`config.mk`:
```
export PLATFORM = sky130hd
export DESIGN_NAME = ocd_top
export DESIGN_NICKNAME = d
export VERILOG_FILES = /design/src/include/ocd_pkg.sv /design/src/design/ocd_top.sv /design/src/design/ocd_sync.sv /design/src/design/ocd_unlock.sv
export VERILOG_INCLUDE_DIRS = /design/src /design/src/include
export SDC_FILE = /design/constraint.sdc
export NUM_CORES = 1
export LEC_CHECK = 0
export BUFFER_PORTS_ARGS = -buffer_cell sky130_fd_sc_hd__buf_2
export CAP_MARGIN = 0
export CORE_MARGIN = 1
export CORE_UTILIZATION = 35
export CTS_CLUSTER_SIZE = 40
export DETAILED_ROUTE_END_ITERATION = 12
export GPL_ROUTABILITY_DRIVEN = 1
export SKIP_LAST_GASP = 1
export SLEW_MARGIN = 0
export SYNTH_ARGS = -nofsm -noshare
export SYNTH_HDL_FRONTEND = slang
export SYNTH_HIERARCHICAL = 1
export SYNTH_SLANG_ARGS = --single-unit
```
`constraint.sdc`:
```
create_clock -name CLK -period 1.9 [get_ports CLK]
set_input_delay 0.19 -clock CLK [delete_from_list [all_inputs] [get_ports CLK]]
set_output_delay 0.19 -clock CLK [all_outputs]
set_load 0.005 [all_outputs]
```
`src/include/ocd_defines.svh`:
```
`ifndef OCD_DEFINES_SVH
`define OCD_DEFINES_SVH

// ----------------------------------------
// Register byte offsets
// ----------------------------------------
`define OCD_OFS_OSC      8'h00
`define OCD_OFS_DIV      8'h04
`define OCD_OFS_TRIM     8'h08

// ----------------------------------------
// Field positions
// ----------------------------------------
`define OCD_B_SWREQ      0
`define OCD_B_SECEN      1
`define OCD_B_SECDRV     2
`define OCD_B_FAIL       3
`define OCD_B_SELECTION_LOCK    7
`define OCD_NEW_SOURCE_SELECT_LSB     8
`define OCD_RC_POSTSCALER_LSB    8
`define OCD_B_RATIO_ENABLE      11
`define OCD_DOZE_LSB     12
`define OCD_B_ROI        15

// ----------------------------------------
// Unlock keys, reset values, timing
// ----------------------------------------
`define OCD_KEY_HI1      8'h78
`define OCD_KEY_HI2      8'h9A
`define OCD_KEY_LO1      8'h46
`define OCD_KEY_LO2      8'h57
`define OCD_DOZE_RST     3'h3
`define OCD_RC_POSTSCALER_RST    3'h1
`define OCD_TRIM_RST     6'h00
`define OCD_SETTLE_TICKS 4'hA
`define OCD_RC_POSTSCALER_MAX    3'h7
`define OCD_RCSHIFT_MAX  4'h8

// ----------------------------------------
// Source selection codes
// ----------------------------------------
`define OCD_SRC_FRC      3'h0
`define OCD_SRC_FAST_RC_MULTIPLIED   3'h1
`define OCD_SRC_PRI      3'h2
`define OCD_SRC_PRIPLL   3'h3
`define OCD_SRC_SEC      3'h4
`define OCD_SRC_LOW_POWER_RC     3'h5
`define OCD_SRC_SLOWDIV  3'h6
`define OCD_SRC_FASTDIV  3'h7

`endif

```
`src/include/ocd_pkg.sv`:
```
package ocd_pkg;

    // ----------------------------------------
    // Types
    // ----------------------------------------
    typedef logic [2:0] ocd_src_t;  // Oscillator source code

    // Clock-switch sequencer states
    typedef enum logic [2:0]
    {
        ST_IDLE,
        ST_CMP,
        ST_WAIT,
        ST_CNT,
        ST_DONE
    } ocd_state_t;

endpackage

```
`src/design/ocd_top.sv`:
```
// Chosen here: register access over Wishbone and the register offsets.
`timescale 1ns/1ps
`include "ocd_defines.svh"

module ocd_top
    import ocd_pkg::*;
(
    input  wire logic             CLK,
    input  wire logic             RST,
    input  wire logic             CYC_I,
    input  wire logic             STB_I,
    input  wire logic             WE_I,
    input  wire logic [7:0]       ADR_I,
    input  wire logic [3:0]       SEL_I,
    input  wire logic [31:0]      DAT_I,
    output logic                  ACK_O,
    output logic      [31:0]      DAT_O,
    input  wire logic [1:0]       CFG_SWITCHING,
    input  wire ocd_pkg::ocd_src_t CFG_POWERON_SRC,
    input  wire logic             CFG_PRI_CRYSTAL,
    input  wire logic             CFG_SEC_CRYSTAL,
    input  wire logic             CFG_SEC_HIGHPWR,
    input  wire logic             LOW_POWER_RC_USERS,
    input  wire logic             IRQ,
    input  wire logic             FAIL_DETECT,
    input  wire logic             STARTUP_DONE,
    input  wire logic             PLL_LOCKED,
    input  wire logic             NEW_CLK,
    output ocd_pkg::ocd_src_t     SYS_SOURCE,
    output logic                  PRI_ON,
    output logic                  SEC_ON,
    output logic                  SEC_HIGH_DRIVE,
    output logic                  FRC_ON,
    output logic                  SLOW_FRC_ON,
    output logic                  LOW_POWER_RC_ON,
    output logic                  PLL_ON,
    output logic      [2:0]       DOZE_SHIFT,
    output logic      [3:0]       RC_DIV_SHIFT,
    output logic      [5:0]       RC_TRIM
);
    import ocd_pkg::*;

    // ----------------------------------------
    // Declarations
    // ----------------------------------------
    logic [1:0]  cfg_sw_q, cfg_sw_d;          // Switching config bits
    ocd_src_t    cfg_src_q, cfg_src_d;        // Power-on source
    ocd_src_t    current_source_q, current_source_d;              // Current source
    ocd_src_t    new_source_select_q, new_source_select_d;              // New source select
    logic        switch_request_q, switch_request_d;            // Switch request
    logic        selection_lock_q, selection_lock_d;        // Selection lock
    logic        lock_q, lock_d;              // PLL lock status
    logic        cf_q, cf_d;                  // Clock fail flag
    logic        drv_q, drv_d;                // Secondary drive select
    logic        secen_q, secen_d;            // Secondary enable
    ocd_state_t  state_q, state_d;            // Switch sequencer
    logic [3:0]  tick_q, tick_d;              // New clock edge count
    logic        nclk_q;                      // Delayed sync new clock
    logic        roi_q, roi_d;                // Recover on interrupt
    logic [2:0]  doze_q, doze_d;              // Ratio code
    logic        ratio_enable_q, ratio_enable_d;            // Ratio enable
    logic [2:0]  rc_postscaler_q, rc_postscaler_d;            // RC postscaler code
    logic [5:0]  trim_q, trim_d;              // RC trim
    logic        ack_d;
    logic [31:0] dat_d;
    logic [3:0]  async_s;                     // Synced fail, timer, pll, clock
    logic        fail_s, ost_s, pll_s, nclk_s;
    logic        wr, rd, hit_osc, hit_div, hit_trim;
    logic        hi_open, lo_open;
    logic        sw_en, failsafe_monitor_en, frozen;
    logic        tick, start_valid;
    logic [5:0]  pwr_d;

    // ----------------------------------------
    // Source helpers
    // ----------------------------------------
    // True for codes that run through the PLL
    function automatic logic uses_pll(input ocd_src_t s);
        uses_pll = (s == `OCD_SRC_FAST_RC_MULTIPLIED) || (s == `OCD_SRC_PRIPLL);
    endfunction

    // True when the source is a crystal needing the start-up timer
    function automatic logic needs_ost(input ocd_src_t s, input logic pri_x,
                                       input logic sec_x);
        needs_ost = ((s == `OCD_SRC_PRI || s == `OCD_SRC_PRIPLL) && pri_x)
                  || (s == `OCD_SRC_SEC && sec_x);
    endfunction

    // Oscillators a source needs: {pri, sec, frc, slow, low_power_rc, pll}
    function automatic logic [5:0] src_use(input ocd_src_t s);
        case (s)
            `OCD_SRC_FRC:     src_use = 6'h08;
            `OCD_SRC_FAST_RC_MULTIPLIED:  src_use = 6'h09;
            `OCD_SRC_PRI:     src_use = 6'h20;
            `OCD_SRC_PRIPLL:  src_use = 6'h21;
            `OCD_SRC_SEC:     src_use = 6'h10;
            `OCD_SRC_LOW_POWER_RC:    src_use = 6'h02;
            `OCD_SRC_SLOWDIV: src_use = 6'h04;
            default:          src_use = 6'h08;
        endcase
    endfunction

    // ----------------------------------------
    // Synchronisers and unlock trackers
    // ----------------------------------------
    ocd_sync #(.W(4)) u_sync (
        .clk (CLK),
        .rst (RST),
        .d   ({FAIL_DETECT, STARTUP_DONE, PLL_LOCKED, NEW_CLK}),
        .q   (async_s)
    );
    assign {fail_s, ost_s, pll_s, nclk_s} = async_s;

    // Key writes land on the byte itself but never store
    ocd_unlock #(.KEY1(`OCD_KEY_HI1), .KEY2(`OCD_KEY_HI2)) u_unl_hi (
        .clk  (CLK),
        .rst  (RST),
        .acc  (wr),
        .hit  (hit_osc && SEL_I[1]),
        .data (DAT_I[15:8]),
        .open (hi_open)
    );
    ocd_unlock #(.KEY1(`OCD_KEY_LO1), .KEY2(`OCD_KEY_LO2)) u_unl_lo (
        .clk  (CLK),
        .rst  (RST),
        .acc  (wr),
        .hit  (hit_osc && SEL_I[0]),
        .data (DAT_I[7:0]),
        .open (lo_open)
    );

    // ----------------------------------------
    // Decode
    // ----------------------------------------
    assign wr       = CYC_I && STB_I && WE_I && !ACK_O;
    assign rd       = CYC_I && STB_I && !WE_I && !ACK_O;
    assign hit_osc  = (ADR_I == `OCD_OFS_OSC);
    assign hit_div  = (ADR_I == `OCD_OFS_DIV);
    assign hit_trim = (ADR_I == `OCD_OFS_TRIM);
    assign sw_en    = !cfg_sw_q[1];
    assign failsafe_monitor_en  = (cfg_sw_q == 2'b00);
    assign frozen   = failsafe_monitor_en && selection_lock_q;
    assign tick     = nclk_s && !nclk_q;
    assign start_valid = (state_q == ST_CMP) && (new_source_select_q != current_source_q);

    // ----------------------------------------
    // Oscillator control and switch sequencer
    // ----------------------------------------
    always_comb
    begin
        cfg_sw_d  = cfg_sw_q;
        cfg_src_d = cfg_src_q;
        current_source_d    = current_source_q;
        new_source_select_d    = new_source_select_q;
        switch_request_d   = switch_request_q;
        selection_lock_d = selection_lock_q;
        lock_d    = 1'b0;
        cf_d      = cf_q;
        drv_d     = drv_q;
        secen_d   = secen_q;
        state_d   = state_q;
        tick_d    = tick_q;
        if (RST)
        begin
            // Straps caught while reset is held
            cfg_sw_d  = CFG_SWITCHING;
            cfg_src_d = CFG_POWERON_SRC;
            current_source_d    = CFG_POWERON_SRC;
            new_source_select_d    = CFG_POWERON_SRC;
            switch_request_d   = 1'b0;
            selection_lock_d = 1'b0;
            cf_d      = 1'b0;
            drv_d     = 1'b0;
            secen_d   = 1'b0;
            state_d   = ST_IDLE;
            tick_d    = 4'h0;
        end
        else
        begin
            // Upper byte: new source select
            if (wr && hit_osc && SEL_I[1] && hi_open && !frozen)
                new_source_select_d = DAT_I[`OCD_NEW_SOURCE_SELECT_LSB +: 3];
            // Lower byte: control bits
            if (wr && hit_osc && SEL_I[0] && lo_open)
            begin
                if (DAT_I[`OCD_B_SELECTION_LOCK])
                    selection_lock_d = 1'b1;          // Settable only
                if (!DAT_I[`OCD_B_FAIL])
                    cf_d = 1'b0;               // Clearable only
                drv_d   = DAT_I[`OCD_B_SECDRV];
                secen_d = DAT_I[`OCD_B_SECEN];
                if (DAT_I[`OCD_B_SWREQ] && !frozen && state_q == ST_IDLE)
                    switch_request_d = 1'b1;
            end
            // Sequencer
            case (state_q)
                ST_IDLE:
                begin
                    if (switch_request_q)
                        state_d = ST_CMP;
                end
                ST_CMP:
                begin
                    if (new_source_select_q == current_source_q)
                    begin
                        switch_request_d = 1'b0;
                        state_d = ST_IDLE;
                    end
                    else
                    begin
                        cf_d    = 1'b0;
                        state_d = ST_WAIT;
                    end
                end
                ST_WAIT:
                begin
                    // New source is powered; wait timer and lock
                    if ((!needs_ost(new_source_select_q, CFG_PRI_CRYSTAL, CFG_SEC_CRYSTAL)
                         || ost_s) && (!uses_pll(new_source_select_q) || pll_s))
                    begin
                        tick_d  = 4'h0;
                        state_d = ST_CNT;
                    end
                end
                ST_CNT:
                begin
                    if (tick)
                    begin
                        tick_d = tick_q + 4'h1;
                        if (tick_q == `OCD_SETTLE_TICKS - 4'h1)
                            state_d = ST_DONE;
                    end
                end
                ST_DONE:
                begin
                    current_source_d  = new_source_select_q;
                    switch_request_d = 1'b0;
                    state_d = ST_IDLE;
                end
                default:
                    state_d = ST_IDLE;
            endcase
            // Lock tracks the PLL of whichever source is in play
            if (start_valid)
                lock_d = 1'b0;
            else if ((state_q != ST_IDLE && state_q != ST_CMP) && uses_pll(new_source_select_q))
                lock_d = pll_s;
            else if (uses_pll(current_source_q))
                lock_d = pll_s;
            // Failure set wins over any clear
            if (fail_s)
                cf_d = 1'b1;
            if (!sw_en)
            begin
                switch_request_d = 1'b0;
                state_d = ST_IDLE;
            end
        end
    end

    // Registers
    always_ff @(posedge CLK)
    begin
        cfg_sw_q  <= cfg_sw_d;
        cfg_src_q <= cfg_src_d;
        current_source_q    <= current_source_d;
        new_source_select_q    <= new_source_select_d;
        switch_request_q   <= switch_request_d;
        selection_lock_q <= selection_lock_d;
        lock_q    <= lock_d;
        cf_q      <= cf_d;
        drv_q     <= drv_d;
        secen_q   <= secen_d;
        state_q   <= state_d;
        tick_q    <= tick_d;
        nclk_q    <= RST ? 1'b0 : nclk_s;
    end

    // ----------------------------------------
    // Divider and trim registers
    // ----------------------------------------
    always_comb
    begin
        roi_d   = roi_q;
        doze_d  = doze_q;
        ratio_enable_d = ratio_enable_q;
        rc_postscaler_d = rc_postscaler_q;
        trim_d  = trim_q;
        if (RST)
        begin
            roi_d   = 1'b0;
            doze_d  = `OCD_DOZE_RST;
            ratio_enable_d = 1'b0;
            rc_postscaler_d = `OCD_RC_POSTSCALER_RST;
            trim_d  = `OCD_TRIM_RST;
        end
        else
        begin
            if (wr && hit_div && SEL_I[1])
            begin
                roi_d   = DAT_I[`OCD_B_ROI];
                doze_d  = DAT_I[`OCD_DOZE_LSB +: 3];
                ratio_enable_d = DAT_I[`OCD_B_RATIO_ENABLE];
                rc_postscaler_d = DAT_I[`OCD_RC_POSTSCALER_LSB +: 3];
            end
            if (wr && hit_trim && SEL_I[0])
                trim_d = DAT_I[5:0];
            // Interrupt wins over a same-cycle software set
            if (IRQ && roi_q)
                ratio_enable_d = 1'b0;
        end
    end

    // Registers
    always_ff @(posedge CLK)
    begin
        roi_q   <= roi_d;
        doze_q  <= doze_d;
        ratio_enable_q <= ratio_enable_d;
        rc_postscaler_q <= rc_postscaler_d;
        trim_q  <= trim_d;
    end

    // ----------------------------------------
    // Bus answer and block outputs
    // ----------------------------------------
    always_comb
    begin
        ack_d = !RST && (wr || rd);
        dat_d = 32'h0000_0000;
        // Unmapped addresses still answer, reading zero
        if (rd && hit_osc)
            dat_d = {16'h0000, 1'b0, current_source_q, 1'b0, new_source_select_q, selection_lock_q, 1'b0,
                     lock_q, 1'b0, cf_q, drv_q, secen_q, switch_request_q};
        else if (rd && hit_div)
            dat_d = {16'h0000, roi_q, doze_q, ratio_enable_q, rc_postscaler_q, 8'h00};
        else if (rd && hit_trim)
            dat_d = {26'h0000000, trim_q};
        // Old source drops once current moves on; keepers stay up
        pwr_d = src_use(current_source_q);
        if (state_q != ST_IDLE)
            pwr_d = pwr_d | src_use(new_source_select_q);
        if (secen_q)
            pwr_d[4] = 1'b1;
        if (LOW_POWER_RC_USERS)
            pwr_d[1] = 1'b1;
        if (RST)
            pwr_d = 6'h00;
    end

    // Output registers
    always_ff @(posedge CLK)
    begin
        ACK_O          <= ack_d;
        DAT_O          <= dat_d;
        SYS_SOURCE     <= RST ? `OCD_SRC_FRC : current_source_q;
        {PRI_ON, SEC_ON, FRC_ON, SLOW_FRC_ON, LOW_POWER_RC_ON, PLL_ON} <= pwr_d;
        // Drive bit ignored for a digital secondary input
        SEC_HIGH_DRIVE <= !RST && CFG_SEC_CRYSTAL && (drv_q || CFG_SEC_HIGHPWR);
        DOZE_SHIFT     <= (RST || !ratio_enable_q) ? 3'h0 : doze_q;
        // Postscaler only meaningful on the two divided RC sources
        if (RST || (current_source_q != `OCD_SRC_FASTDIV && current_source_q != `OCD_SRC_SLOWDIV))
            RC_DIV_SHIFT <= 4'h0;
        else if (rc_postscaler_q == `OCD_RC_POSTSCALER_MAX)
            RC_DIV_SHIFT <= `OCD_RCSHIFT_MAX;
        else
            RC_DIV_SHIFT <= {1'b0, rc_postscaler_q};
        RC_TRIM        <= RST ? `OCD_TRIM_RST : trim_q;
    end
endmodule

```
`src/design/ocd_sync.sv`:
```
`timescale 1ns/1ps

// ----------------------------------------
// Two-flop synchroniser
// ----------------------------------------
module ocd_sync #(
    parameter int W = 1
) (
    input  wire logic         clk,
    input  wire logic         rst,
    input  wire logic [W-1:0] d,
    output logic      [W-1:0] q
);
    logic [W-1:0] meta_q;  // First stage, read only by q
    logic [W-1:0] meta_d;
    logic [W-1:0] q_d;

    // Next values
    always_comb
    begin
        meta_d = rst ? '0 : d;
        q_d    = rst ? '0 : meta_q;
    end

    // Registers
    always_ff @(posedge clk)
    begin
        meta_q <= meta_d;
        q      <= q_d;
    end
endmodule

```
`src/design/ocd_unlock.sv`:
```
`timescale 1ns/1ps

// ----------------------------------------
// Two-key unlock tracker for one byte
// ----------------------------------------
module ocd_unlock #(
    parameter logic [7:0] KEY1 = 8'h00,
    parameter logic [7:0] KEY2 = 8'h00
) (
    input  wire logic       clk,
    input  wire logic       rst,
    input  wire logic       acc,
    input  wire logic       hit,
    input  wire logic [7:0] data,
    output logic            open
);
    logic [1:0] stage_q;  // 0 locked, 1 first key seen, 2 open
    logic [1:0] stage_d;

    // Any other write breaks the back-to-back chain
    always_comb
    begin
        stage_d = stage_q;
        if (rst)
            stage_d = 2'h0;
        else if (acc)
        begin
            if (hit && stage_q == 2'h2)
                stage_d = 2'h0;            // Write consumed, relock
            else if (hit && data == KEY1)
                stage_d = 2'h1;
            else if (hit && stage_q == 2'h1 && data == KEY2)
                stage_d = 2'h2;
            else
                stage_d = 2'h0;
        end
    end

    // Register
    always_ff @(posedge clk)
    begin
        stage_q <= stage_d;
    end

    assign open = (stage_q == 2'h2);
endmodule

```
==> flow_metrics.tcl <==
set metrics [dict create \
    outcome "completed" \
    area_growth_pct 20.4 \
    hold_path_class "primary input to flop" \
    grt_pass1_wl_um 11600 \
    combinational_family_with_the_most_area_after_synthesis "simple AND/OR/NAND/NOR gates" \
    setup_viol 0 \
    register_cell_area_after_layout_um2 1820 \
    post_synth_mux_area_share 0.0430 \
    cts.htree.levels 3 \
    timing_hold_violations_final 0 \
    ys_top_cells_by_area "sky130_fd_sc_hd__dfxtp_1 45%, sky130_fd_sc_hd__edfxtp_1 6.9%, sky130_fd_sc_hd__mux2i_1 4.3%, sky130_fd_sc_hd__nor2b_1 4.1%, sky130_fd_sc_hd__buf_4 3.9%" \
    synth_most_common_cell "sky130_fd_sc_hd__dfxtp_1" \
    cts.sink_count 87 \
    core_box_area_um2 9730 \
    last_weighted_congestion_value_of_the_routability_driven_placer 0.787 \
    clkSlewWorstSetupHoldPaths_ns 0.09 \
    global_route.overflow_total 0 \
    cts_root_buf "sky130_fd_sc_hd__clkbuf_8" \
    timing.setup.critical_path_class "flop to flop" \
    track_usage 0.146 \
    numCtsBuffers 9 \
    ys_top_cells_by_count "79 x sky130_fd_sc_hd__dfxtp_1, 32 x sky130_fd_sc_hd__nor2_1, 23 x sky130_fd_sc_hd__nor2b_1" \
    postSynthAreaPerCell_um2 10.1 \
    crit_path_end_kind "flop" \
    final_critical_path_setup_slack_ns 0.290 \
    cts_tree "built" \
    grt_antenna_before_repair 0 \
    synth-seq-area-share 0.522 \
    cts_max_path_buffers 2 \
    die_x_um 102 \
    crit_slowest_cell "sky130_fd_sc_hd__nor3b_4" \
    synthDominantCellAreaShare 0.453 \
    route.detailed.vias_per_inst 4.71 \
    post_synth_and_or_nand_nor_area_fraction 0.241 \
    post-route-period-util 0.848 \
    ys_dominant_reg_cell "sky130_fd_sc_hd__dfxtp_1" \
    dp_worst_setup_slack_ns 0.184 \
    post_synth_xor_area_fraction 0.0100 \
    yosys.area.top_type "sky130_fd_sc_hd__dfxtp_1" \
    detailedRoute.firstIterationViolations 188 \
    critical_path.top_delay_family "simple AND/OR/NAND/NOR gates" \
    rows 36 \
    fill_cells 1006 \
    synth-async-reset-ratio 0 \
    ant_nets 0 \
    rsz0062_at_grt "false" \
    clkLatencyLatePin_ns 0.35 \
    vias 2691 \
    maxSlewViolCount 0 \
    yosysWarningCount 6 \
    leakage_uw 0.00194 \
    path_cells "nor4bb_1, nand3_2, nor3b_4, a22o_1" \
    worst-path-max-fanout 8 \
    tns_ns 0 \
    fraction_of_met3_tracks_used_by_global_routing 0.0376 \
    drt-wirelength-per-cell_um 12.8 \
    synth_area_um2 3490 \
    synth_cell_types 61 \
    fin_cells 571 \
    worst_case_vdd_ir_drop_mv 0.447 \
    fin_total_pwr_uw 3360 \
    global_route.peak_usage_layer "met2" \
    place.detailed.instances 554 \
    post_synth_fa_ha_maj_area_fraction 0.00717 \
    finalClockSkew_ns 0.0116 \
    final_net_count 498 \
    drt_pre_antenna_iters 4 \
    crit_path_start_kind "flop" \
    number_of_enable_flip_flop_cells_after_synthesis 8 \
    gr-usage-met2 0.242 \
    synth-compound-area-share 0.109 \
    ys_ff_latch 87 \
    critical_path.n_buffers_inverters 0 \
    cp.required_ns 2.19 \
    first_global_vias 2388 \
    grt.met1_usage 0.190 \
    syn-instance-count 345 \
    num_antenna_cells 0 \
    max_freq_mhz 621 \
    layout-drive-gt1-share 0.272 \
    cpPeakStageDelay_ns 0.46 \
    io_buffer_count 83 \
    area_enclosed_by_the_die_boundary_um2 10400 \
    route.detailed.drc 0 \
    postRouteWirelength_um 7300 \
    dieHeight_um 102 \
    initial_cell_density_of_the_core 0.359 \
    post_route_minimum_period_ns 1.61 \
    timing.critical_path.arrival_ns 1.90 \
    grt_start_max_net_pins 23 \
    dpl.hpwl_um 5530 \
    multi_input_area_um2 1500 \
    cap_violations 0 \
    num_io_pins 119 \
    pwr_density_cell_nw_per_um2 800 \
]
sequential cells by signal, indices dropped and copies added (netlist names), 4 cells and up:
register	count
u_sync/meta_q	4
RC_DIV_SHIFT	4
trim_q	6
u_sync/q	4
DAT_O	15
RC_TRIM	6
tick_q	4
per-stage QoR:
step                utilization  area (µm²)  hold WS [ns]
global route              0.432        4200      0.000408
CTS                       0.431        4190       0.00119
floorplan                     -        3550         0.262
global placement          0.412        4010         0.372
detailed placement        0.412        4010         0.369
finish                    0.432        4200        0.0118
metal layers:
| metal | routed length (µm) | share of wire |
|---|---|---|
| met5 | 0 | 0 |
| met3 | 383 | 0.052 |
| met2 | 3400 | 0.47 |
| met1 | 3420 | 0.47 |
| met4 | 104 | 0.014 |
final timing paths:
path                            slack, ns  cells past startpoint             start           to
worst max-delay path                 0.29                      4             ACK_O     DAT_O[8]
worst min-delay path                 0.01                      1  CFG_SWITCHING[1]  cfg_sw_q[1]
worst max register to register       0.29                      4             ACK_O     DAT_O[8]
worst min register to register       0.44                      1  u_sync/meta_q[0]  u_sync/q[0]
where the power goes:
part           internal (µW)  total [µW]  switching (µW)
registers               1890        1920            26.9
logic                    100         235             134
clock network            506        1210             702
placed cells by master (no fill, tap or decap), types with 4 or more instances in the layout:
cell type                  netlist  layout
sky130_fd_sc_hd__buf_2           4      83
sky130_fd_sc_hd__dfxtp_1        79      79
sky130_fd_sc_hd__nor2_1         32      32
sky130_fd_sc_hd__nor2b_1        23      23
sky130_fd_sc_hd__nand2_1        21      21
sky130_fd_sc_hd__conb_1          1      17
sky130_fd_sc_hd__mux2i_1        15      15
sky130_fd_sc_hd__o21ai_0        12      12
sky130_fd_sc_hd__inv_1          11      11
sky130_fd_sc_hd__a22o_1         11      11
sky130_fd_sc_hd__and2_1         11      11
sky130_fd_sc_hd__nand3_1         9       9
sky130_fd_sc_hd__clkbuf_8        0       9
sky130_fd_sc_hd__buf_4          18       9
sky130_fd_sc_hd__edfxtp_1        8       8
sky130_fd_sc_hd__a21oi_1         5       5
sky130_fd_sc_hd__inv_6           0       5
sky130_fd_sc_hd__nor3_1          4       4
sky130_fd_sc_hd__and3_1          4       4
sky130_fd_sc_hd__or3_1           4       4
sky130_fd_sc_hd__a31oi_1         4       4
sky130_fd_sc_hd__nand2b_1        4       4
cells by family after synthesis:
kind of cell	count (synthesis)
AOI/OAI and AO/OA	53
xor gates and xnor gates	4
adders and majority gates	2
buffers and inverters	43
DFF	87
muxes	15
other	1
and+or+nand+nor	140
layout make-up:
| cell class | instances | area share |
|---|---|---|
| Clock buffer | 9 | 0.0295 |
| Timing Repair Buffer | 93 | 0.117 |
| Tap cell | 133 | 0.0396 |
| Inverter | 11 | 0.00983 |
| Clock inverter | 7 | 0.0143 |
| Sequential cell | 87 | 0.434 |
| Multi-Input combinational cell | 231 | 0.356 |
repair_timing:
action,CTS,global route
endpoints found under the hold margin,0,1
gates resized for setup,0,0
setup buffers,0,0
hold buffers,0,1
Note: power is estimated with default switching activity, not from simulation.
